File: config.mk
export PLATFORM = sky130hd
export DESIGN_NAME = smf_mode_ctrl
export DESIGN_NICKNAME = d
export VERILOG_FILES = /design/src/smf_pkg.sv /design/src/smf_mode_ctrl.sv /design/src/smf_tx_buffer.sv
export SDC_FILE = /design/constraint.sdc
export NUM_CORES = 1
export LEC_CHECK = 0
export BUFFER_PORTS_ARGS = -buffer_cell sky130_fd_sc_hd__buf_2
export CORE_ASPECT_RATIO = 1.5
export CORE_MARGIN = 5
export CORE_UTILIZATION = 35
export DETAILED_ROUTE_END_ITERATION = 7
export GPL_ROUTABILITY_DRIVEN = 0
export PLACE_DENSITY = 0.63
export SYNTH_ARGS = -nofsm -noshare
export SYNTH_HDL_FRONTEND = slang
export SYNTH_SLANG_ARGS = --single-unit
File: constraint.sdc
create_clock -name hclk -period 6.1 [get_ports hclk]
set_input_delay 0.305 -clock hclk [delete_from_list [all_inputs] [get_ports hclk]]
set_output_delay 0.305 -clock hclk [all_outputs]
set_load 0.02 [all_outputs]
File: src/smf_pkg.sv
package smf_pkg;

  // ****
  // register map
  // ****
  localparam int unsigned SMF_ADDR_BITS = 12;
  localparam logic [11:0] SMF_CTRL_ONE_OFFSET = 12'h000;
  localparam logic [11:0] SMF_STATUS_OFFSET = 12'h004;
  localparam logic [11:0] SMF_CTRL_THREE_OFFSET = 12'h008;
  localparam logic [11:0] SMF_DATA_OFFSET = 12'h00C;

  localparam logic [31:0] SMF_CTRL_ONE_RESET = 32'h0000_0000;
  localparam logic [31:0] SMF_CTRL_THREE_RESET = 32'h0000_0000;
  localparam logic [31:0] SMF_CTRL_THREE_MASK = 32'h0000_07FF;
  // enables that may only change while the port is off
  localparam logic [31:0] SMF_LOCKED_MASK = 32'h0000_033E;
  localparam logic [31:0] SMF_FREE_MASK = 32'h0000_04C1;

  // ****
  // field positions
  // ****
  localparam int unsigned SMF_PORT_ENABLE_BIT = 0;

  localparam int unsigned SMF_ERROR_IRQ_ENABLE_BIT = 0;
  localparam int unsigned SMF_INFRARED_MODE_ENABLE_BIT = 1;
  localparam int unsigned SMF_INFRARED_LOW_POWER_ENABLE_BIT = 2;
  localparam int unsigned SMF_HALF_DUPLEX_ENABLE_BIT = 3;
  localparam int unsigned SMF_SMARTCARD_NACK_ENABLE_BIT = 4;
  localparam int unsigned SMF_SMARTCARD_MODE_ENABLE_BIT = 5;
  localparam int unsigned SMF_RX_DMA_REQUEST_ENABLE_BIT = 6;
  localparam int unsigned SMF_TX_DMA_REQUEST_ENABLE_BIT = 7;
  localparam int unsigned SMF_REQUEST_TO_SEND_ENABLE_BIT = 8;
  localparam int unsigned SMF_CLEAR_TO_SEND_ENABLE_BIT = 9;
  localparam int unsigned SMF_CTS_CHANGE_IRQ_ENABLE_BIT = 10;

  localparam int unsigned SMF_FRAMING_ERROR_FLAG_BIT = 0;
  localparam int unsigned SMF_OVERRUN_ERROR_FLAG_BIT = 1;
  localparam int unsigned SMF_NOISE_ERROR_FLAG_BIT = 2;
  localparam int unsigned SMF_CTS_CHANGE_FLAG_BIT = 3;
  localparam int unsigned SMF_CTS_LEVEL_BIT = 4;
  localparam int unsigned SMF_TX_ROOM_BIT = 5;
  localparam int unsigned SMF_RX_FULL_BIT = 6;
  localparam int unsigned SMF_TX_BUSY_BIT = 7;

  // ****
  // line timing
  // ****
  localparam logic [3:0] SMF_LAST_TICK = 4'hF;
  localparam logic [3:0] SMF_LAST_FRAME_BIT = 4'h9;
  localparam logic [3:0] SMF_IR_PULSE_TICKS = 4'h3;

  typedef enum logic [2:0] {
    SMF_TX_IDLE = 3'b001,
    SMF_TX_SEND = 3'b010,
    SMF_TX_NACK = 3'b100
  } smf_tx_state_type;

endpackage

File: src/smf_mode_ctrl.sv
// The implementer's own choice: register access over AHB-Lite.
`timescale 1ns/1ps
`default_nettype none

module smf_mode_ctrl
  import smf_pkg::*;
#(
  parameter int unsigned BAUD_DIV = 16,
  parameter int unsigned TX_DEPTH = 2
) (
  input wire logic hclk,
  input wire logic hresetn,
  input wire logic hsel,
  input wire logic [31:0] haddr,
  input wire logic [1:0] htrans,
  input wire logic hwrite,
  input wire logic [2:0] hsize,
  input wire logic [31:0] hwdata,
  input wire logic hready,
  output logic hreadyout,
  output logic hresp,
  output logic [31:0] hrdata,
  input wire logic cts_n_pin,
  output logic rts_n_pin,
  input wire logic rx_pin,
  input wire logic tx_pin_in,
  output logic tx_pin_out,
  output logic tx_pin_oe,
  output logic ir_pin_out,
  output logic rx_line_out,
  input wire logic rx_char_valid,
  input wire logic [7:0] rx_char_data,
  input wire logic rx_parity_error,
  input wire logic framing_error_event,
  input wire logic noise_error_event,
  input wire logic overrun_error_event,
  output logic rx_dma_req,
  output logic tx_dma_req,
  output logic irq
);

  localparam int unsigned DIV_W = (BAUD_DIV > 1) ? $clog2(BAUD_DIV) : 1;

  if (BAUD_DIV < 1) begin : g_bad_div
    $error("smf_mode_ctrl baud divider must be at least 1");
  end

  function automatic logic [31:0] writable_mask(input logic port_on);
    writable_mask = port_on ? SMF_FREE_MASK : (SMF_FREE_MASK | SMF_LOCKED_MASK);
  endfunction

  // ****
  // bus slave
  // ****
  logic dp_valid_reg;
  logic dp_write_reg;
  logic dp_word_reg;
  logic [SMF_ADDR_BITS-1:0] dp_addr_reg;
  logic rd_done_reg;
  logic take;
  logic wr_stall;
  logic wr_fire;
  logic rd_capture;

  logic [31:0] ctrl_one_reg;
  logic [31:0] serial_control_three_reg;
  logic [3:0] flag_reg;
  logic rx_full_reg;
  logic [7:0] rx_data_reg;
  logic port_on;
  logic buf_in_ready;
  logic buf_out_valid;
  logic buf_out_ready;
  logic [7:0] buf_out_data;
  logic buf_push;
  logic cts_level_reg;
  smf_tx_state_type tx_state_reg;

  assign port_on = ctrl_one_reg[SMF_PORT_ENABLE_BIT];
  assign take = hsel & hready & htrans[1];
  // data writes stall the bus while the buffer is full
  assign wr_stall = dp_valid_reg & dp_write_reg & (dp_addr_reg == SMF_DATA_OFFSET) & ~buf_in_ready;
  assign wr_fire = dp_valid_reg & dp_write_reg & dp_word_reg & ~wr_stall;
  assign rd_capture = dp_valid_reg & ~dp_write_reg & ~rd_done_reg;
  assign hreadyout = ~(wr_stall | rd_capture);
  assign hresp = 1'b0;
  assign buf_push = wr_fire & (dp_addr_reg == SMF_DATA_OFFSET);

  always_ff @(posedge hclk or negedge hresetn) begin
    if (!hresetn) begin
      dp_valid_reg <= 1'b0;
      dp_write_reg <= 1'b0;
      dp_word_reg <= 1'b0;
      dp_addr_reg <= '0;
    end else if (hready) begin
      dp_valid_reg <= take;
      dp_write_reg <= hwrite;
      dp_word_reg <= (hsize == 3'h2);
      dp_addr_reg <= haddr[SMF_ADDR_BITS-1:0];
    end
  end

  // reads take one wait state so read data always comes from a flop
  always_ff @(posedge hclk or negedge hresetn) begin
    if (!hresetn) begin
      rd_done_reg <= 1'b0;
      hrdata <= 32'h0000_0000;
    end else begin
      if (rd_capture) begin
        rd_done_reg <= 1'b1;
        unique case (dp_addr_reg)
          SMF_CTRL_ONE_OFFSET: hrdata <= ctrl_one_reg;
          SMF_STATUS_OFFSET: hrdata <= {24'h00_0000, (tx_state_reg != SMF_TX_IDLE), rx_full_reg,
                                        buf_in_ready, cts_level_reg, flag_reg};
          SMF_CTRL_THREE_OFFSET: hrdata <= serial_control_three_reg;
          SMF_DATA_OFFSET: hrdata <= {24'h00_0000, rx_data_reg};
          default: hrdata <= 32'h0000_0000;
        endcase
      end else if (hready) begin
        rd_done_reg <= 1'b0;
      end
    end
  end

  // ****
  // control registers
  // ****
  always_ff @(posedge hclk or negedge hresetn) begin
    if (!hresetn) begin
      ctrl_one_reg <= SMF_CTRL_ONE_RESET;
    end else if (wr_fire && dp_addr_reg == SMF_CTRL_ONE_OFFSET) begin
      ctrl_one_reg <= {31'h0000_0000, hwdata[SMF_PORT_ENABLE_BIT]};
    end
  end

  // lock is judged on the port state before this write lands
  always_ff @(posedge hclk or negedge hresetn) begin
    if (!hresetn) begin
      serial_control_three_reg <= SMF_CTRL_THREE_RESET;
    end else if (wr_fire && dp_addr_reg == SMF_CTRL_THREE_OFFSET) begin
      serial_control_three_reg <= (serial_control_three_reg & ~writable_mask(port_on))
                                  | (hwdata & writable_mask(port_on) & SMF_CTRL_THREE_MASK);
    end
  end

  logic error_irq_en;
  logic ir_en;
  logic ir_low_power;
  logic half_duplex;
  logic sc_nack_en;
  logic sc_en;
  logic rx_dma_en;
  logic tx_dma_en;
  logic rts_en;
  logic cts_en;
  logic cts_irq_en;

  assign error_irq_en = serial_control_three_reg[SMF_ERROR_IRQ_ENABLE_BIT];
  assign ir_en = serial_control_three_reg[SMF_INFRARED_MODE_ENABLE_BIT];
  assign ir_low_power = serial_control_three_reg[SMF_INFRARED_LOW_POWER_ENABLE_BIT];
  assign half_duplex = serial_control_three_reg[SMF_HALF_DUPLEX_ENABLE_BIT];
  assign sc_nack_en = serial_control_three_reg[SMF_SMARTCARD_NACK_ENABLE_BIT];
  assign sc_en = serial_control_three_reg[SMF_SMARTCARD_MODE_ENABLE_BIT];
  assign rx_dma_en = serial_control_three_reg[SMF_RX_DMA_REQUEST_ENABLE_BIT];
  assign tx_dma_en = serial_control_three_reg[SMF_TX_DMA_REQUEST_ENABLE_BIT];
  assign rts_en = serial_control_three_reg[SMF_REQUEST_TO_SEND_ENABLE_BIT];
  assign cts_en = serial_control_three_reg[SMF_CLEAR_TO_SEND_ENABLE_BIT];
  assign cts_irq_en = serial_control_three_reg[SMF_CTS_CHANGE_IRQ_ENABLE_BIT];

  // ****
  // pin synchronisers
  // ****
  logic [2:0] cts_sync_reg;
  logic [2:0] rx_sync_reg;
  logic [2:0] txin_sync_reg;
  logic rx_pin_level_reg;
  logic tx_pin_level_reg;
  logic cts_change;

  always_ff @(posedge hclk or negedge hresetn) begin
    if (!hresetn) begin
      cts_sync_reg <= 3'h7;
      rx_sync_reg <= 3'h7;
      txin_sync_reg <= 3'h7;
    end else begin
      cts_sync_reg <= {cts_sync_reg[1:0], cts_n_pin};
      rx_sync_reg <= {rx_sync_reg[1:0], rx_pin};
      txin_sync_reg <= {txin_sync_reg[1:0], tx_pin_in};
    end
  end

  // a level counts once stages two and three agree
  assign cts_change = (cts_sync_reg[1] == cts_sync_reg[2]) & (cts_sync_reg[2] != cts_level_reg);

  always_ff @(posedge hclk or negedge hresetn) begin
    if (!hresetn) begin
      cts_level_reg <= 1'b1;
      rx_pin_level_reg <= 1'b1;
      tx_pin_level_reg <= 1'b1;
    end else begin
      if (cts_sync_reg[1] == cts_sync_reg[2]) begin
        cts_level_reg <= cts_sync_reg[2];
      end
      if (rx_sync_reg[1] == rx_sync_reg[2]) begin
        rx_pin_level_reg <= rx_sync_reg[2];
      end
      if (txin_sync_reg[1] == txin_sync_reg[2]) begin
        tx_pin_level_reg <= txin_sync_reg[2];
      end
    end
  end

  // ****
  // receive holding and flags
  // ****
  logic rx_pop;
  logic rx_nack_event;
  logic rx_overrun;
  logic [3:0] flag_set;
  logic [3:0] flag_clear;

  assign rx_pop = rd_capture & (dp_addr_reg == SMF_DATA_OFFSET);
  assign rx_nack_event = rx_char_valid & rx_parity_error & sc_en & sc_nack_en;
  assign rx_overrun = rx_char_valid & rx_full_reg & ~rx_pop;
  assign flag_set = {cts_change & cts_en, noise_error_event, overrun_error_event | rx_overrun,
                     framing_error_event};
  assign flag_clear = (wr_fire && dp_addr_reg == SMF_STATUS_OFFSET) ? hwdata[3:0] : 4'h0;

  // a rejected smartcard character is dropped, the card repeats it
  always_ff @(posedge hclk or negedge hresetn) begin
    if (!hresetn) begin
      rx_full_reg <= 1'b0;
      rx_data_reg <= 8'h00;
    end else if (rx_char_valid && !rx_nack_event && (!rx_full_reg || rx_pop)) begin
      rx_full_reg <= 1'b1;
      rx_data_reg <= rx_char_data;
    end else if (rx_pop) begin
      rx_full_reg <= 1'b0;
    end
  end

  // set beats a clear in the same cycle
  always_ff @(posedge hclk or negedge hresetn) begin
    if (!hresetn) begin
      flag_reg <= 4'h0;
    end else begin
      flag_reg <= (flag_reg & ~flag_clear) | flag_set;
    end
  end

  always_ff @(posedge hclk or negedge hresetn) begin
    if (!hresetn) begin
      irq <= 1'b0;
    end else begin
      irq <= (error_irq_en & (|flag_reg[2:0]))
             | (cts_irq_en & flag_reg[SMF_CTS_CHANGE_FLAG_BIT]);
    end
  end

  // rts held high (stop) only while the holding register is occupied
  always_ff @(posedge hclk or negedge hresetn) begin
    if (!hresetn) begin
      rts_n_pin <= 1'b0;
    end else begin
      rts_n_pin <= rts_en & rx_full_reg;
    end
  end

  assign rx_dma_req = rx_dma_en & rx_full_reg;
  assign tx_dma_req = tx_dma_en & buf_in_ready;

  // ****
  // transmit buffer
  // ****
  smf_tx_buffer #(
    .WIDTH(8),
    .DEPTH(TX_DEPTH)
  ) u_tx_buffer (
    .hclk(hclk),
    .hresetn(hresetn),
    .in_valid(buf_push),
    .in_ready(buf_in_ready),
    .in_data(hwdata[7:0]),
    .out_valid(buf_out_valid),
    .out_ready(buf_out_ready),
    .out_data(buf_out_data)
  );

  // ****
  // transmitter
  // ****
  logic [DIV_W-1:0] div_cnt_reg;
  logic [3:0] tick_cnt_reg;
  logic [3:0] bit_cnt_reg;
  logic [9:0] shift_reg;
  logic nack_pending_reg;
  logic tick;
  logic cts_ok;
  logic tx_start;
  logic nack_start;
  logic bit_end;
  logic line_level;
  logic ir_pulse;

  assign tick = (div_cnt_reg == DIV_W'(BAUD_DIV - 1));
  assign bit_end = tick & (tick_cnt_reg == SMF_LAST_TICK);
  assign cts_ok = ~cts_en | ~cts_level_reg;
  assign nack_start = (tx_state_reg == SMF_TX_IDLE) & nack_pending_reg;
  // a held character simply waits in the buffer for cts
  assign tx_start = (tx_state_reg == SMF_TX_IDLE) & ~nack_pending_reg & port_on & buf_out_valid & cts_ok;
  assign buf_out_ready = tx_start;

  always_ff @(posedge hclk or negedge hresetn) begin
    if (!hresetn) begin
      nack_pending_reg <= 1'b0;
    end else if (rx_nack_event) begin
      nack_pending_reg <= 1'b1;
    end else if (nack_start) begin
      nack_pending_reg <= 1'b0;
    end
  end

  always_ff @(posedge hclk or negedge hresetn) begin
    if (!hresetn) begin
      div_cnt_reg <= '0;
      tick_cnt_reg <= 4'h0;
    end else if (tx_state_reg == SMF_TX_IDLE) begin
      div_cnt_reg <= '0;
      tick_cnt_reg <= 4'h0;
    end else begin
      div_cnt_reg <= tick ? '0 : div_cnt_reg + 1'b1;
      if (tick) begin
        tick_cnt_reg <= tick_cnt_reg + 4'h1;
      end
    end
  end

  // once started a frame runs to its stop bit whatever cts does
  always_ff @(posedge hclk or negedge hresetn) begin
    if (!hresetn) begin
      tx_state_reg <= SMF_TX_IDLE;
      shift_reg <= 10'h3FF;
      bit_cnt_reg <= 4'h0;
    end else begin
      unique case (tx_state_reg)
        SMF_TX_IDLE: begin
          bit_cnt_reg <= 4'h0;
          if (nack_start) begin
            tx_state_reg <= SMF_TX_NACK;
          end else if (tx_start) begin
            shift_reg <= {1'b1, buf_out_data, 1'b0};
            tx_state_reg <= SMF_TX_SEND;
          end
        end
        SMF_TX_SEND: begin
          if (bit_end) begin
            shift_reg <= {1'b1, shift_reg[9:1]};
            bit_cnt_reg <= bit_cnt_reg + 4'h1;
            if (bit_cnt_reg == SMF_LAST_FRAME_BIT) begin
              tx_state_reg <= SMF_TX_IDLE;
            end
          end
        end
        SMF_TX_NACK: begin
          if (bit_end) begin
            tx_state_reg <= SMF_TX_IDLE;
          end
        end
      endcase
    end
  end

  // ****
  // line encoding
  // ****
  assign line_level = (tx_state_reg == SMF_TX_SEND) ? shift_reg[0] : (tx_state_reg != SMF_TX_NACK);
  // low-power pulse is one tick wide, normal is three sixteenths of a bit
  assign ir_pulse = ir_low_power ? (tick_cnt_reg == 4'h0) : (tick_cnt_reg < SMF_IR_PULSE_TICKS);

  always_ff @(posedge hclk or negedge hresetn) begin
    if (!hresetn) begin
      tx_pin_out <= 1'b1;
      ir_pin_out <= 1'b0;
    end else begin
      tx_pin_out <= ir_en ? 1'b1 : line_level;
      ir_pin_out <= ir_en & (tx_state_reg != SMF_TX_IDLE) & ~line_level & ir_pulse;
    end
  end

  // smartcard line is open drain; half duplex releases the wire when idle
  always_ff @(posedge hclk or negedge hresetn) begin
    if (!hresetn) begin
      tx_pin_oe <= 1'b1;
      rx_line_out <= 1'b1;
    end else begin
      if (sc_en) begin
        tx_pin_oe <= ~line_level;
      end else if (half_duplex) begin
        tx_pin_oe <= (tx_state_reg != SMF_TX_IDLE);
      end else begin
        tx_pin_oe <= 1'b1;
      end
      rx_line_out <= (half_duplex | sc_en) ? tx_pin_level_reg : rx_pin_level_reg;
    end
  end

endmodule

`default_nettype wire

File: src/smf_tx_buffer.sv
`timescale 1ns/1ps
`default_nettype none

module smf_tx_buffer
  import smf_pkg::*;
#(
  parameter int unsigned WIDTH = 8,
  parameter int unsigned DEPTH = 2
) (
  input wire logic hclk,
  input wire logic hresetn,
  input wire logic in_valid,
  output logic in_ready,
  input wire logic [WIDTH-1:0] in_data,
  output logic out_valid,
  input wire logic out_ready,
  output logic [WIDTH-1:0] out_data
);

  localparam int unsigned PTR_W = (DEPTH > 1) ? $clog2(DEPTH) : 1;

  if (DEPTH < 2 || (DEPTH & (DEPTH - 1)) != 0) begin : g_bad_depth
    $error("smf_tx_buffer depth must be a power of two, at least 2");
  end

  logic [WIDTH-1:0] store_reg [DEPTH];
  logic [PTR_W-1:0] wr_ptr_reg;
  logic [PTR_W-1:0] rd_ptr_reg;
  logic [PTR_W:0] count_reg;
  logic push;
  logic pop;

  assign in_ready = (count_reg != (PTR_W+1)'(DEPTH));
  assign out_valid = (count_reg != '0);
  assign out_data = store_reg[rd_ptr_reg];
  assign push = in_valid & in_ready;
  assign pop = out_valid & out_ready;

  always_ff @(posedge hclk) begin
    if (push) begin
      store_reg[wr_ptr_reg] <= in_data;
    end
  end

  always_ff @(posedge hclk or negedge hresetn) begin
    if (!hresetn) begin
      wr_ptr_reg <= '0;
      rd_ptr_reg <= '0;
      count_reg <= '0;
    end else begin
      if (push) begin
        wr_ptr_reg <= wr_ptr_reg + 1'b1;
      end
      if (pop) begin
        rd_ptr_reg <= rd_ptr_reg + 1'b1;
      end
      if (push && !pop) begin
        count_reg <= count_reg + 1'b1;
      end else if (pop && !push) begin
        count_reg <= count_reg - 1'b1;
      end
    end
  end

endmodule

`default_nettype wire

Word level (Yosys, flattened, before mapping)
Memories as Yosys holds them, arrays and structs flattened.
Cells that the tools add are included.
W data, S select, Z words.
Cells by class
  $add $sub $neg: 7
  magnitude comparators: 1
  equal/unequal tests: 23
  multiplexer cells: 35
  bitwise logic cells: 56
  reduce and logical (&&, ||, !) cells: 25
Operator list (count)
  $pmux W32 S4: 1
  $mux W10: 4
  $and A1 B1 Y1: 34
  $and A32 B32 Y32: 1
  $not A32 Y32: 1
  $or A32 B11 Y32: 1
  $eq A12 B4 Y1 const B: 2
  $mux W4: 6
  $pmux W10 S2: 1
  $mux W3: 5
  $mux W1: 14
  $reduce_bool A2 Y1: 7
  $add A4 B1 Y4 const B: 3
  $eq A12 B3 Y1 const B: 1
  $eq A4 B4 Y1 const B: 3
  $logic_not A12 Y1: 1
  $and A11 B11 Y11: 1
  $ne A2 B2 Y1 const B: 5
  $not A1 Y1: 10
  $pmux W3 S3: 1
  $pmux W4 S2: 1
  $reduce_and A4 Y1: 2
  $logic_and A1 B1 Y1: 7
  $eq A3 B2 Y1 const B: 2
  22 further kinds: 33
Word-level totals
  register bits after elaboration: 142
  bits in writable memories: 16
  input port bits: 90
  output and inout port bits: 42
  logic and storage cells: 180
  memories kept: 1
Memories
  u_tx_buffer.store_reg: depth 2, bits a word 8, rd ports 1, clocked after memory_dff 0, write ports 1, line smf_tx_buffer.sv:26  | logic [WIDTH-1:0] store_reg [DEPTH];

Longest topological paths before layout
Gate-level depths: netlist of the first run.
  word-level depth: 11
  mapped depth: 8
  depth with buffers taken out: 7

Modules after synthesis
A second synthesis of the first run with hierarchy kept.
Second synthesis, totals
  cells, all modules: 402
  area total of the unflattened synthesis: 5122.4 um^2
By module, submodules not included
  smf_mode_ctrl: times used 1, cells an instance 359, area an instance 4335.4 um^2, seq. area each 2408.6 um^2
  smf_tx_buffer: times used 1, cells an instance 43, area an instance 787.0 um^2, seq. area each 580.6 um^2

Worst setup path before layout of the first run
Ideal clock, no wire load.
  kind: register -> register
  from: register dp_addr_reg[7]
  to: memory u_tx_buffer.store_reg[0][0], enable pin
  setup time: 395 ps
  arrival: 2556 ps
  data required time: 5705 ps
  slack: 3149 ps
  stages on the path, launching flop included: 4
  path buffers: 0
  period minus slack after synthesis: 2951 ps
  cell sequence: dfrtp_1 -> or4_4 -> or4b_2 -> nor4_1
Between the ends
  cells in the longest elaborated chain, start to end: 9
Ends and longest elaborated chain
  start, declared: line smf_mode_ctrl.sv:58  | logic [SMF_ADDR_BITS-1:0] dp_addr_reg;
  start signal, assigned: line smf_mode_ctrl.sv:99  | dp_addr_reg <= haddr[SMF_ADDR_BITS-1:0];
  $eq A12 B4 Y1 (*): line smf_mode_ctrl.sv:82, smf_mode_ctrl.sv:87
  $and A1 B1 Y1 (2 in series): line smf_mode_ctrl.sv:82  | assign wr_stall = dp_valid_reg & dp_write_reg & (dp_addr_reg == SMF_DATA_OFFSET) & ~buf_in_ready;
  $not A1 Y1: line smf_mode_ctrl.sv:83  | assign wr_fire = dp_valid_reg & dp_write_reg & dp_word_reg & ~wr_stall;
  $and A1 B1 Y1: line smf_mode_ctrl.sv:83
  $and A1 B1 Y1 (*): line smf_mode_ctrl.sv:87  | assign buf_push = wr_fire & (dp_addr_reg == SMF_DATA_OFFSET);
  $and A1 B1 Y1 (*): line smf_tx_buffer.sv:36  | assign push = in_valid & in_ready;
  $mux W1 (*): line smf_tx_buffer.sv:40  | if (push) begin
  $mux W1 (implied by the code) (*): line smf_tx_buffer.sv:41  | store_reg[wr_ptr_reg] <= in_data;
  end, declared: line smf_tx_buffer.sv:26
Every way passes the cells marked *; elsewhere a longest branch is shown, timed or not.

Worst setup path after layout of the first run
  from: register dp_addr_reg[7]
  to: memory u_tx_buffer.store_reg[1][5], enable pin
Between the ends
  cells in the longest elaborated chain, start to end: 9
Ends and longest elaborated chain
  $eq A12 B4 Y1 (*): line smf_mode_ctrl.sv:82, smf_mode_ctrl.sv:87
  $and A1 B1 Y1 (2 in series): line smf_mode_ctrl.sv:82
  $not A1 Y1: line smf_mode_ctrl.sv:83
  $and A1 B1 Y1: line smf_mode_ctrl.sv:83
  $and A1 B1 Y1 (*): line smf_mode_ctrl.sv:87
  $and A1 B1 Y1 (*): line smf_tx_buffer.sv:36
  named net u_tx_buffer.push: line smf_tx_buffer.sv:30  | logic push;
  $mux W1 (*): line smf_tx_buffer.sv:40
  $mux W1 (implied by the code) (*): line smf_tx_buffer.sv:41
Mark *: on every way through the listed nets, which the timed path passes. The rest lies on a longest branch.

==> results.ini, run 1 <==
[sta]
fin_hold_ws_ps = 74.1
slew-limit-headroom_pct = 31.2
setup_tns_ps = 0
timing.final.crit_share_pct = 44.0
finalCriticalPeriod_ps = 2680
rsz0062_at_grt = false
post-route-worst-setup-slack_ps = 3420
final.setup_skew_ps = 6.31
timing.final.max_slew_violations = 0
finalHoldViolCount = 0
setup_viol = 0
achievable-frequency_mhz = 373
worst-slew-pin-transition_ps = 1020

[critical_path]
worst-endpoint-required_ps = 6160
worst_path_largest_cell_delay_ps = 750
critPathMaxFanout = 8
critical-path-slowest-cell = or4b_2
timing.critical_path.to_type = register
worst-setup-path-type = reg -> reg
timing.critical_path.arrival_ps = 2750
startpoint_type = register
path_cells = or4_4 > or4b_2 > nor3_4 > and2_1

[detailed_routing]
vias = 3246
routed_via_density = 4.71
wl_per_cell_um = 15.4
antenna_violating_nets_remaining = 0
route.final.wire_length_um = 10600
drt_iter0_drc = 172
detail_route.drc_violations = 0
drt_pre_antenna_iters = 4

[clocking]
cts-htree-levels = 4
clkSinkCount = 115
clock_pin_slew_of_the_registers_on_the_worst_case_setup_and_hold_paths_ps = 60
clock_latency_ps = 410
post_cts.resized_instances = 0
tritoncts = built
clk_root_buffer_cell = clkbuf_16
numCtsBuffers = 17
clockBufferDepth = 2

[placement]
hpwlAfterDp_um = 7850
dpl_worst_slack_ps = 3410
port-buffer-count = 67

[job]
maxCapViolations = 0

[global_routing]
grt_use_total_pct = 13.4
grt_pass1_wl_um = 17400
grt_start_max_net_pins = 68
grt_pass1_vias = 3400
number_of_antenna_violations_at_the_first_check_in_global_routing = 0
overflow = 0

[synth]
yosysTopAreaCellShare_pct = 36.4
syn_warnings = 0
share_of_synthesized_registers_carrying_an_async_set_or_reset_pct = 86.1
flops_latches_synth = 115
synthCells = 402
seq_area_frac_synth_pct = 58.8
yosys-top-cells-area = dfrtp_1 36%, dfstp_2 13%, edfxtp_1 9.4%
synth-main-ff-cell = dfrtp_1
yosysUniqueCellTypes = 57
synth_enable_flop_cells = 16
syn_avg_cell_area_um2 = 12.7
yosys.area.top_type = dfrtp_1
synth.cell_area_um2 = 5090

[layout]
num_antenna_cells = 0
fin_nets = 576
layout.core_utilization_pct = 43.4
drive_gt1_share_pct = 37.1
synthToLayoutAreaGrowth_pct = 22.9
nFillCells = 1308
largest_register_ff_count = 16

[outcome]
outcome = completed

[floorplanning]
floorplan.initialDensity_pct = 35.3
design.die.area_um2 = 17100
coreArea_um2 = 14400
floorplan.io_pins = 132
placement_rows = 54
chipWidth_um = 108
die_h_um = 158

[power]
total_leakage_power_nw = 2.73
worst_ir_drop_vdd_uv = 223
power.density_cell_area_nw_per_um2 = 326

[hold_path]
timing.hold.worst.class = in -> reg

-- cells in the final DEF, fill, tap and decap left out, types with 3 or more instances in the layout --
| master | synthesis | layout |
|---|---|---|
| nor2b_1 | 4 | 4 |
| nand2_1 | 28 | 28 |
| clkinvlp_4 | 0 | 4 |
| nand4_1 | 4 | 4 |
| mux2i_1 | 14 | 14 |
| a21oi_1 | 9 | 9 |
| mux2_4 | 8 | 8 |
| conb_1 | 1 | 22 |
| or4_4 | 3 | 3 |
| nor2_1 | 22 | 22 |
| clkinv_2 | 0 | 3 |
| o31ai_1 | 3 | 3 |
| nor4_1 | 4 | 4 |
| nor3_1 | 3 | 3 |
| bufinv_16 | 0 | 6 |
| xor2_1 | 7 | 7 |
| a22o_1 | 4 | 4 |
| dfstp_2 | 25 | 25 |
| xnor2_1 | 5 | 5 |
| o21ai_0 | 24 | 24 |
| edfxtp_1 | 16 | 16 |
| inv_1 | 10 | 10 |
| mux2_2 | 34 | 34 |
| buf_2 | 2 | 66 |
| buf_4 | 22 | 3 |
| a22oi_1 | 6 | 6 |
| and2_1 | 5 | 5 |
| ha_1 | 6 | 6 |
| dlygate4sd3_1 | 0 | 4 |
| dfrtp_1 | 74 | 74 |
| clkbuf_16 | 0 | 17 |
| nand3_1 | 13 | 13 |
-- per-layer routing --
metal  vias up  part of all wire, %  wire, um  track usage, %
met1      1592                   38      4060            14.4
met2        86                   55      5800            24.0
li1       1545                    -         -               -
met4         0                  2.7       284            7.04
met5         -                    0         0               0
met3        23                  4.6       488            3.14
-- critical path: cells and delay by family (launching register included) --
kind	cells	cell delay (ps)
simple gates	4	1940
flops	1	400
-- report_power, final --
| part | switching (mW) | internal (mW) | total [mW] |
|---|---|---|---|
| clock network | 0.344 | 0.774 | 1.12 |
| logic | 0.0539 | 0.0398 | 0.0937 |
| registers | 0.0210 | 0.804 | 0.825 |
-- worst paths after layout --
kind                                     start                           to  slack [ps]  cells past startpoint
min reg2reg                    cts_sync_reg[0]              cts_sync_reg[1]         350                      0
min                        framing_error_event                  flag_reg[0]          70                      2
max reg2reg                     dp_addr_reg[7]  u_tx_buffer.store_reg[1][5]        3420                      4
max                             dp_addr_reg[7]  u_tx_buffer.store_reg[1][5]        3420                      4
min in group asynchronous              hresetn               dp_addr_reg[7]         370                      2
max in group asynchronous              hresetn               bit_cnt_reg[2]        4510                      3
-- cell usage after synthesis, types with 5 or more instances --
master,n
a21oi_1,9
ha_1,6
o21ai_0,24
inv_1,10
a22oi_1,6
mux2i_1,14
edfxtp_1,16
dfstp_2,25
dfrtp_1,74
nand3_1,13
nor2_1,22
buf_4,22
and2_1,5
mux2_2,34
clkbuf_1,8
mux2_4,8
nand2_1,28
xor2_1,7
xnor2_1,5
-- final cells by class --
type	count	area, um^2	share of cell area, %
clock buffer	18	439	7.02
clock inverter	14	234	3.74
inverter	10	37.5	0.600
multi-input combinational	263	1910	30.6
sequential	115	2990	47.8
tap	196	245	3.92
timing repair buffer	73	393	6.28
-- cell families (layout without fill, tap and decap cells) --
| logic type | Yosys count | after routing | synth area share [%] |
|---|---|---|---|
| XOR/XNOR | 12 | 12 | 2.07 |
| multiplexers | 57 | 57 | 13.1 |
| flip-flops | 115 | 115 | 58.8 |
| other | 1 | 22 | 0.0737 |
| AO/OA/AOI/OAI | 56 | 56 | 7.08 |
| adder cells (fa/ha/maj) | 8 | 8 | 1.87 |
| AND/OR/NAND/NOR | 108 | 108 | 11.9 |
| buffers and inverters | 45 | 115 | 5.14 |
-- metrics by stage --
| step | cell area [um^2] | instances | power [mW] |
|---|---|---|---|
| after floorplan | 5160 | 423 | 0.896 |
| after global placement | 5540 | 653 | 0.928 |
| after detailed placement | 5540 | 653 | 0.930 |
| after CTS | 6250 | 689 | 2.06 |
| after global routing | 6250 | 689 | 2.11 |
| final | 6250 | 689 | 2.04 |
-- what timing repair did --
item                                   4_1_cts  5_1_grt
buffers inserted                             0        0
hold buffers                                 4        0
endpoints found under the hold margin       33        0
No activity file was read; power rests on OpenSTA's default activity.
==> run 2: changes to the inputs <==
--- a/config.mk
+++ b/config.mk
@@ -11,7 +11,7 @@
 export CORE_UTILIZATION = 35
 export DETAILED_ROUTE_END_ITERATION = 7
 export GPL_ROUTABILITY_DRIVEN = 0
-export PLACE_DENSITY = 0.63
+export PLACE_DENSITY = 0.65
 export SYNTH_ARGS = -nofsm -noshare
 export SYNTH_HDL_FRONTEND = slang
 export SYNTH_SLANG_ARGS = --single-unit
==> constraint.sdc (replaced) <==
create_clock -name hclk -period 2.2 [get_ports hclk]
set_input_delay 0.11 -clock hclk [delete_from_list [all_inputs] [get_ports hclk]]
set_output_delay 0.11 -clock hclk [all_outputs]
set_load 0.02 [all_outputs]
==> results.ini, run 2 (synthesized netlist as in run 1, its figures left out) <==
[layout]
final-instance-count-excl-fill = 768  ; +11%
most_frequent_standard_cell_in_the_layout_excluding_fill_and_tap_cells = dfrtp_1
drive_gt1_share_pct = 40.0  ; +2.9 points
fin_nets = 655  ; +14%
final_design_area_no_fill_um2 = 7060  ; +13%
num_antenna_cells = 0  ; unchanged
synthToLayoutAreaGrowth_pct = 38.7
largest_register_ff_count = 16  ; unchanged
highest_count_cells_in_the_layout_ignoring_fill_and_taps = 74 x dfrtp_1, 65 x buf_2, 44 x dlygate4sd3_1, 38 x buf_4, 34 x mux2_2

[critical_path]
reg2regPathDepth = 5  ; +1
worst_reg2reg_path_endpoint = u_tx_buffer.store_reg[1][0]
timing.critical_path.to_type = register
timing.critical_path.arrival_ps = 2470  ; -280 ps
startpoint_type = register
worst-setup-path-type = reg -> reg
critPathMaxFanout = 8  ; unchanged
worst-endpoint-required_ps = 2310  ; -3850 ps
timing.reg2reg.setup_slack_ps = -160  ; -3580 ps
crit-reg2reg-launch = dp_addr_reg[6]

[global_routing]
grt_use_total_pct = 14.8  ; +1.4 points
grt_pass1_wl_um = 19200  ; +10%
number_of_antenna_violations_at_the_first_check_in_global_routing = 0  ; unchanged
grt_pass1_vias = 3827  ; +13%
grt_start_max_net_pins = 62  ; -8.8%
overflow = 0  ; unchanged

[sta]
timing.final.max_slew_violations = 0  ; unchanged
post-route-worst-setup-slack_ps = -162  ; -3580 ps
achievable-frequency_mhz = 423  ; +14%
finalCriticalPeriod_ps = 2360  ; -322 ps
finalHoldViolCount = 0  ; unchanged
final.setup_skew_ps = 8.46  ; +2.15 ps
rsz0062_at_grt = true
timing.final.crit_share_pct = 107  ; +63 points
setup_viol = 26  ; +26

[placement]
hpwlAfterDp_um = 8310  ; +5.9%
placed_cells_incl_taps = 687  ; +5.2%
port-buffer-count = 67  ; unchanged
dpl_worst_slack_ps = -128  ; -3540 ps
postPlaceCellArea_um2 = 5840  ; +5.4%

[hold_path]
timing.hold.worst.class = in -> reg
worstHoldStart = rx_parity_error
hold-path-endpoint = nack_pending_reg
hold_path_depth = 3  ; +1

[clocking]
tritoncts = built
clkSinkCount = 115  ; unchanged
clock_pin_slew_of_the_registers_on_the_worst_case_setup_and_hold_paths_ps = 50  ; about the same
clk_root_buffer_cell = clkbuf_16
clockBufferDepth = 2  ; unchanged
cts-htree-levels = 4  ; unchanged
clock_latency_ps = 410  ; about the same
numCtsBuffers = 17  ; unchanged

[floorplanning]
floorplan.initialDensity_pct = 35.3  ; unchanged
chipWidth_um = 108  ; unchanged
die_h_um = 158  ; unchanged
coreArea_um2 = 14400  ; unchanged
placement_rows = 54  ; unchanged
design.die.area_um2 = 17100  ; unchanged
floorplan.io_pins = 132  ; unchanged

[detailed_routing]
route.final.wire_length_um = 11900  ; +12%
drt_iter0_drc = 193  ; +12%
drt_pre_antenna_iters = 4  ; unchanged
wl_per_cell_um = 15.5  ; +0.61%
detail_route.drc_violations = 0  ; unchanged
antenna_violating_nets_remaining = 0  ; unchanged
routed_via_density = 4.66  ; -1.0%
vias = 3581  ; +10%

[outcome]
outcome = complete, but fails checks
failed_checks = setup timing

[power]
worst_ir_drop_vdd_uv = 625  ; +180%
total_leakage_power_nw = 3.11  ; +14%
power.density_cell_area_nw_per_um2 = 811  ; +150%
power_mw = 5.72  ; +180%

[job]
maxCapViolations = 0  ; unchanged

run 2: changes by cell type in the layout (fill, tap and decap cells not counted), moves of 2 or more:
cell           before  now
dlygate4sd3_1       4   44
buf_4               3   38
clkbuf_8            1    5
buf_6               0    3
clkinvlp_4          4    1
nor4_1              4    1
nor4_4              0    3
buf_12              0    2
bufinv_16           6    4
run 2: cell type report:
class / count / area, um^2
clock buffers: 24 / 523
clock inverters: 8 / 143
fillers: 1236 / 7340
inverters: 10 / 37.5
multi-input cells: 263 / 1990
flip-flops and latches: 115 / 2990
well taps: 196 / 245
repair buffers: 152 / 1120
run 2: stage by stage:
| stage | util [%] | setup TNS [ps] | hold WS (ps) |
|---|---|---|---|
| floorplan | - | -1290 | -186 |
| detailed placement | 40.6 | -1480 | -30.8 |
| CTS | 48.7 | -1690 | 3.51 |
| global route | 49.0 | -3650 | 28.8 |
| finish | 49.0 | -2900 | 18.9 |
| global placement | 40.6 | -1020 | -34.8 |
run 2: critical path: stages, from the launching register on:
cell and delay, ps:
dfrtp_1 380, or4_4 550, or4b_4 590, nor3_4 180, buf_4 150, and2_4 210
run 2: timing repair:
item / CTS / global route
setup buffers: 4 / 3
endpoints found under the setup margin: 28 / 29
pin swaps: 3 / 3
gates resized for setup: 6 / 7
hold buffers: 44 / 0
endpoints found under the hold margin: 126 / 0
run 2: worst max-delay path by stage:
stage	startpoint	cells after the start	slack, ps	end
6_report	dp_addr_reg[6]	5	-160	u_tx_buffer.store_reg[1][0]
5_1_grt	dp_addr_reg[6]	7	-220	u_tx_buffer.count_reg[1]
4_1_cts	dp_addr_reg[0]	6	-150	u_tx_buffer.count_reg[1]
3_5_place_dp	dp_addr_reg[11]	7	-130	u_tx_buffer.count_reg[1]
3_3_place_gp	dp_addr_reg[11]	7	-90	u_tx_buffer.count_reg[1]
2_1_floorplan	dp_addr_reg[11]	7	-100	u_tx_buffer.count_reg[1]
run 2: metal layers:
metal	routed length (um)	track usage [%]	up-vias
li1	-	-	1700
met1	4320	15.2	1769
met2	6820	27.7	89
met3	469	3.88	23
met4	321	6.38	0
met5	0	0	-
run 2: report_power, final:
part / leakage [nW] / total (mW) / internal [mW] / switching (mW)
sequential: 1.34 / 2.27 / 2.23 / 0.0384
combinational: 1.44 / 0.412 / 0.205 / 0.207
clock: 0.327 / 3.04 / 2.11 / 0.933
total: 3.11 / 5.72 / 4.54 / 1.18
==> run 3: changes to the inputs <==
--- a/config.mk
+++ b/config.mk
@@ -11,7 +11,8 @@
 export CORE_UTILIZATION = 35
 export DETAILED_ROUTE_END_ITERATION = 7
 export GPL_ROUTABILITY_DRIVEN = 0
-export PLACE_DENSITY = 0.65
+export PLACE_DENSITY = 0.63
+export SLEW_MARGIN = 20
 export SYNTH_ARGS = -nofsm -noshare
 export SYNTH_HDL_FRONTEND = slang
 export SYNTH_SLANG_ARGS = --single-unit
==> constraint.sdc (replaced) <==
create_clock -name hclk -period 2.74 [get_ports hclk]
set_input_delay 0.137 -clock hclk [delete_from_list [all_inputs] [get_ports hclk]]
set_output_delay 0.137 -clock hclk [all_outputs]
set_load 0.02 [all_outputs]
==> results.ini, run 3 (synthesized netlist as in run 1, its figures left out) <==
[outcome]
outcome = completed

[critical_path]
startpoint_type = register
timing.critical_path.arrival_ps = 2880  ; +410 ps
cp-endpoint = u_tx_buffer.count_reg[1]
reg2regPathDepth = 7  ; +2
crit-reg2reg-launch = dp_addr_reg[7]
worst_reg2reg_path_endpoint = u_tx_buffer.count_reg[1]
timing.critical_path.to_type = register
worst-setup-path-type = reg -> reg
critPathMaxFanout = 4  ; -4
startpoint = dp_addr_reg[7]
timing.reg2reg.setup_slack_ps = 140  ; +300 ps
worst-endpoint-required_ps = 3020  ; +710 ps

[power]
worst_ir_drop_vdd_uv = 479  ; -23%
power_mw = 4.27  ; -25%
power.density_cell_area_nw_per_um2 = 650  ; -20%
total_leakage_power_nw = 2.87  ; -7.6%

[hold_path]
timing.hold.worst.class = in -> reg

[detailed_routing]
detail_route.drc_violations = 0  ; unchanged
routed_via_density = 4.68  ; +0.45%
antenna_violating_nets_remaining = 0  ; unchanged
wl_per_cell_um = 15.0  ; -3.5%
drt_pre_antenna_iters = 4  ; unchanged
drt_iter0_drc = 171  ; -11%
route.final.wire_length_um = 10900  ; -8.3%
vias = 3419  ; -4.5%

[floorplanning]
coreArea_um2 = 14400  ; unchanged
chipWidth_um = 108  ; unchanged
floorplan.initialDensity_pct = 35.3  ; unchanged
placement_rows = 54  ; unchanged
design.die.area_um2 = 17100  ; unchanged
floorplan.io_pins = 132  ; unchanged
die_h_um = 158  ; unchanged

[placement]
dpl_worst_slack_ps = 92.1  ; +221 ps
postPlaceCellArea_um2 = 5600  ; -4.2%
placed_cells_incl_taps = 660  ; -3.9%
hpwlAfterDp_um = 7940  ; -4.5%
port-buffer-count = 67  ; unchanged

[clocking]
clockBufferDepth = 2  ; unchanged
clock_latency_ps = 400  ; about the same
tritoncts = built
post-cts-setup-buffers = 0  ; -4
numCtsBuffers = 17  ; unchanged
clock_pin_slew_of_the_registers_on_the_worst_case_setup_and_hold_paths_ps = 50  ; about the same
clkSinkCount = 115  ; unchanged
cts-htree-levels = 4  ; unchanged
clk_root_buffer_cell = clkbuf_16

[layout]
nFillCells = 1315  ; +6.4%
most_frequent_standard_cell_in_the_layout_excluding_fill_and_tap_cells = dfrtp_1
final_design_area_no_fill_um2 = 6570  ; -6.9%
layout.core_utilization_pct = 45.7  ; -3.4 points
highest_count_cells_in_the_layout_ignoring_fill_and_taps = 74 x dfrtp_1, 66 x buf_2, 38 x dlygate4sd3_1, 34 x mux2_2, 28 x nand2_1
final-instance-count-excl-fill = 730  ; -4.9%
drive_gt1_share_pct = 35.2  ; -4.8 points
largest_register_ff_count = 16  ; unchanged
fin_nets = 617  ; -5.8%
synthToLayoutAreaGrowth_pct = 29.2
num_antenna_cells = 0  ; unchanged

[global_routing]
grt_pass1_vias = 3624  ; -5.3%
grt_pass1_wl_um = 18100  ; -5.6%
number_of_antenna_violations_at_the_first_check_in_global_routing = 0  ; unchanged
overflow = 0  ; unchanged
grt_use_total_pct = 13.6  ; -1.1 points
grt_start_max_net_pins = 89  ; +44%

[sta]
fin_hold_ws_ps = 1.43  ; -17.4 ps
finalHoldViolCount = 0  ; unchanged
rsz0062_at_grt = false
slew-limit-headroom_pct = 44.3
setup_tns_ps = 0  ; +2900 ps
worst-slew-pin-transition_ps = 836
final.setup_skew_ps = 9.02  ; +0.560 ps
timing.final.max_slew_violations = 0  ; unchanged
achievable-frequency_mhz = 385  ; -9.2%
timing.final.crit_share_pct = 94.9  ; -12 points
setup_viol = 0  ; -100%
post-route-worst-setup-slack_ps = 140  ; +302 ps
finalCriticalPeriod_ps = 2600  ; +238 ps

[job]
maxCapViolations = 0  ; unchanged

run 3: report_power, final:
group          internal (mW)  switching (mW)  total, mW
registers               1.79          0.0389       1.83
clock network           1.45           0.732       2.18
logic                  0.125           0.137      0.262
run 3: routing by layer:
metal | part of all wire (%) | up-vias | routed length, um | track usage [%]
met5 | 0 | - | 0 | 0
met4 | 1.6 | 0 | 176 | 4.99
met3 | 4.1 | 11 | 450 | 2.94
met2 | 57 | 75 | 6240 | 26.2
met1 | 37 | 1703 | 4070 | 14.3
li1 | - | 1630 | - | -
run 3: worst min-delay path by stage:
stage / endpoint / startpoint / cells past startpoint / slack [ps]
6_report: dp_valid_reg / hsel / 3 / 1
5_1_grt: dp_valid_reg / hsel / 3 / 4
4_1_cts: dp_valid_reg / hsel / 3 / 0.9
3_5_place_dp: txin_sync_reg[0] / tx_pin_in / 1 / 250
3_3_place_gp: txin_sync_reg[0] / tx_pin_in / 1 / 240
2_1_floorplan: async pin / hresetn / 0 / -160
run 3: layout make-up:
type                       instances  area [um^2]  area share [%]
sequential                       115         2990            45.5
multi-input combinational        263         1920            29.2
timing repair buffer             114          790            12.0
clock buffer                      22          454            6.91
tap                              196          245            3.73
clock inverter                    10          134            2.04
inverter                          10         37.5           0.571
run 3: critical path, cell delays in order (launching register included):
cell	delay [ps]
dfrtp_1	390
or4_4	570
or4b_2	750
nor3_4	230
ha_1	190
xor2_1	150
nor2_1	70
xor2_1	140
run 3: what timing repair did:
action | 4_1_cts | 5_1_grt
resized for setup | 0 | 1
endpoints found under the hold margin | 52 | 1
setup endpoints to repair | 0 | 8
hold buffers | 37 | 1
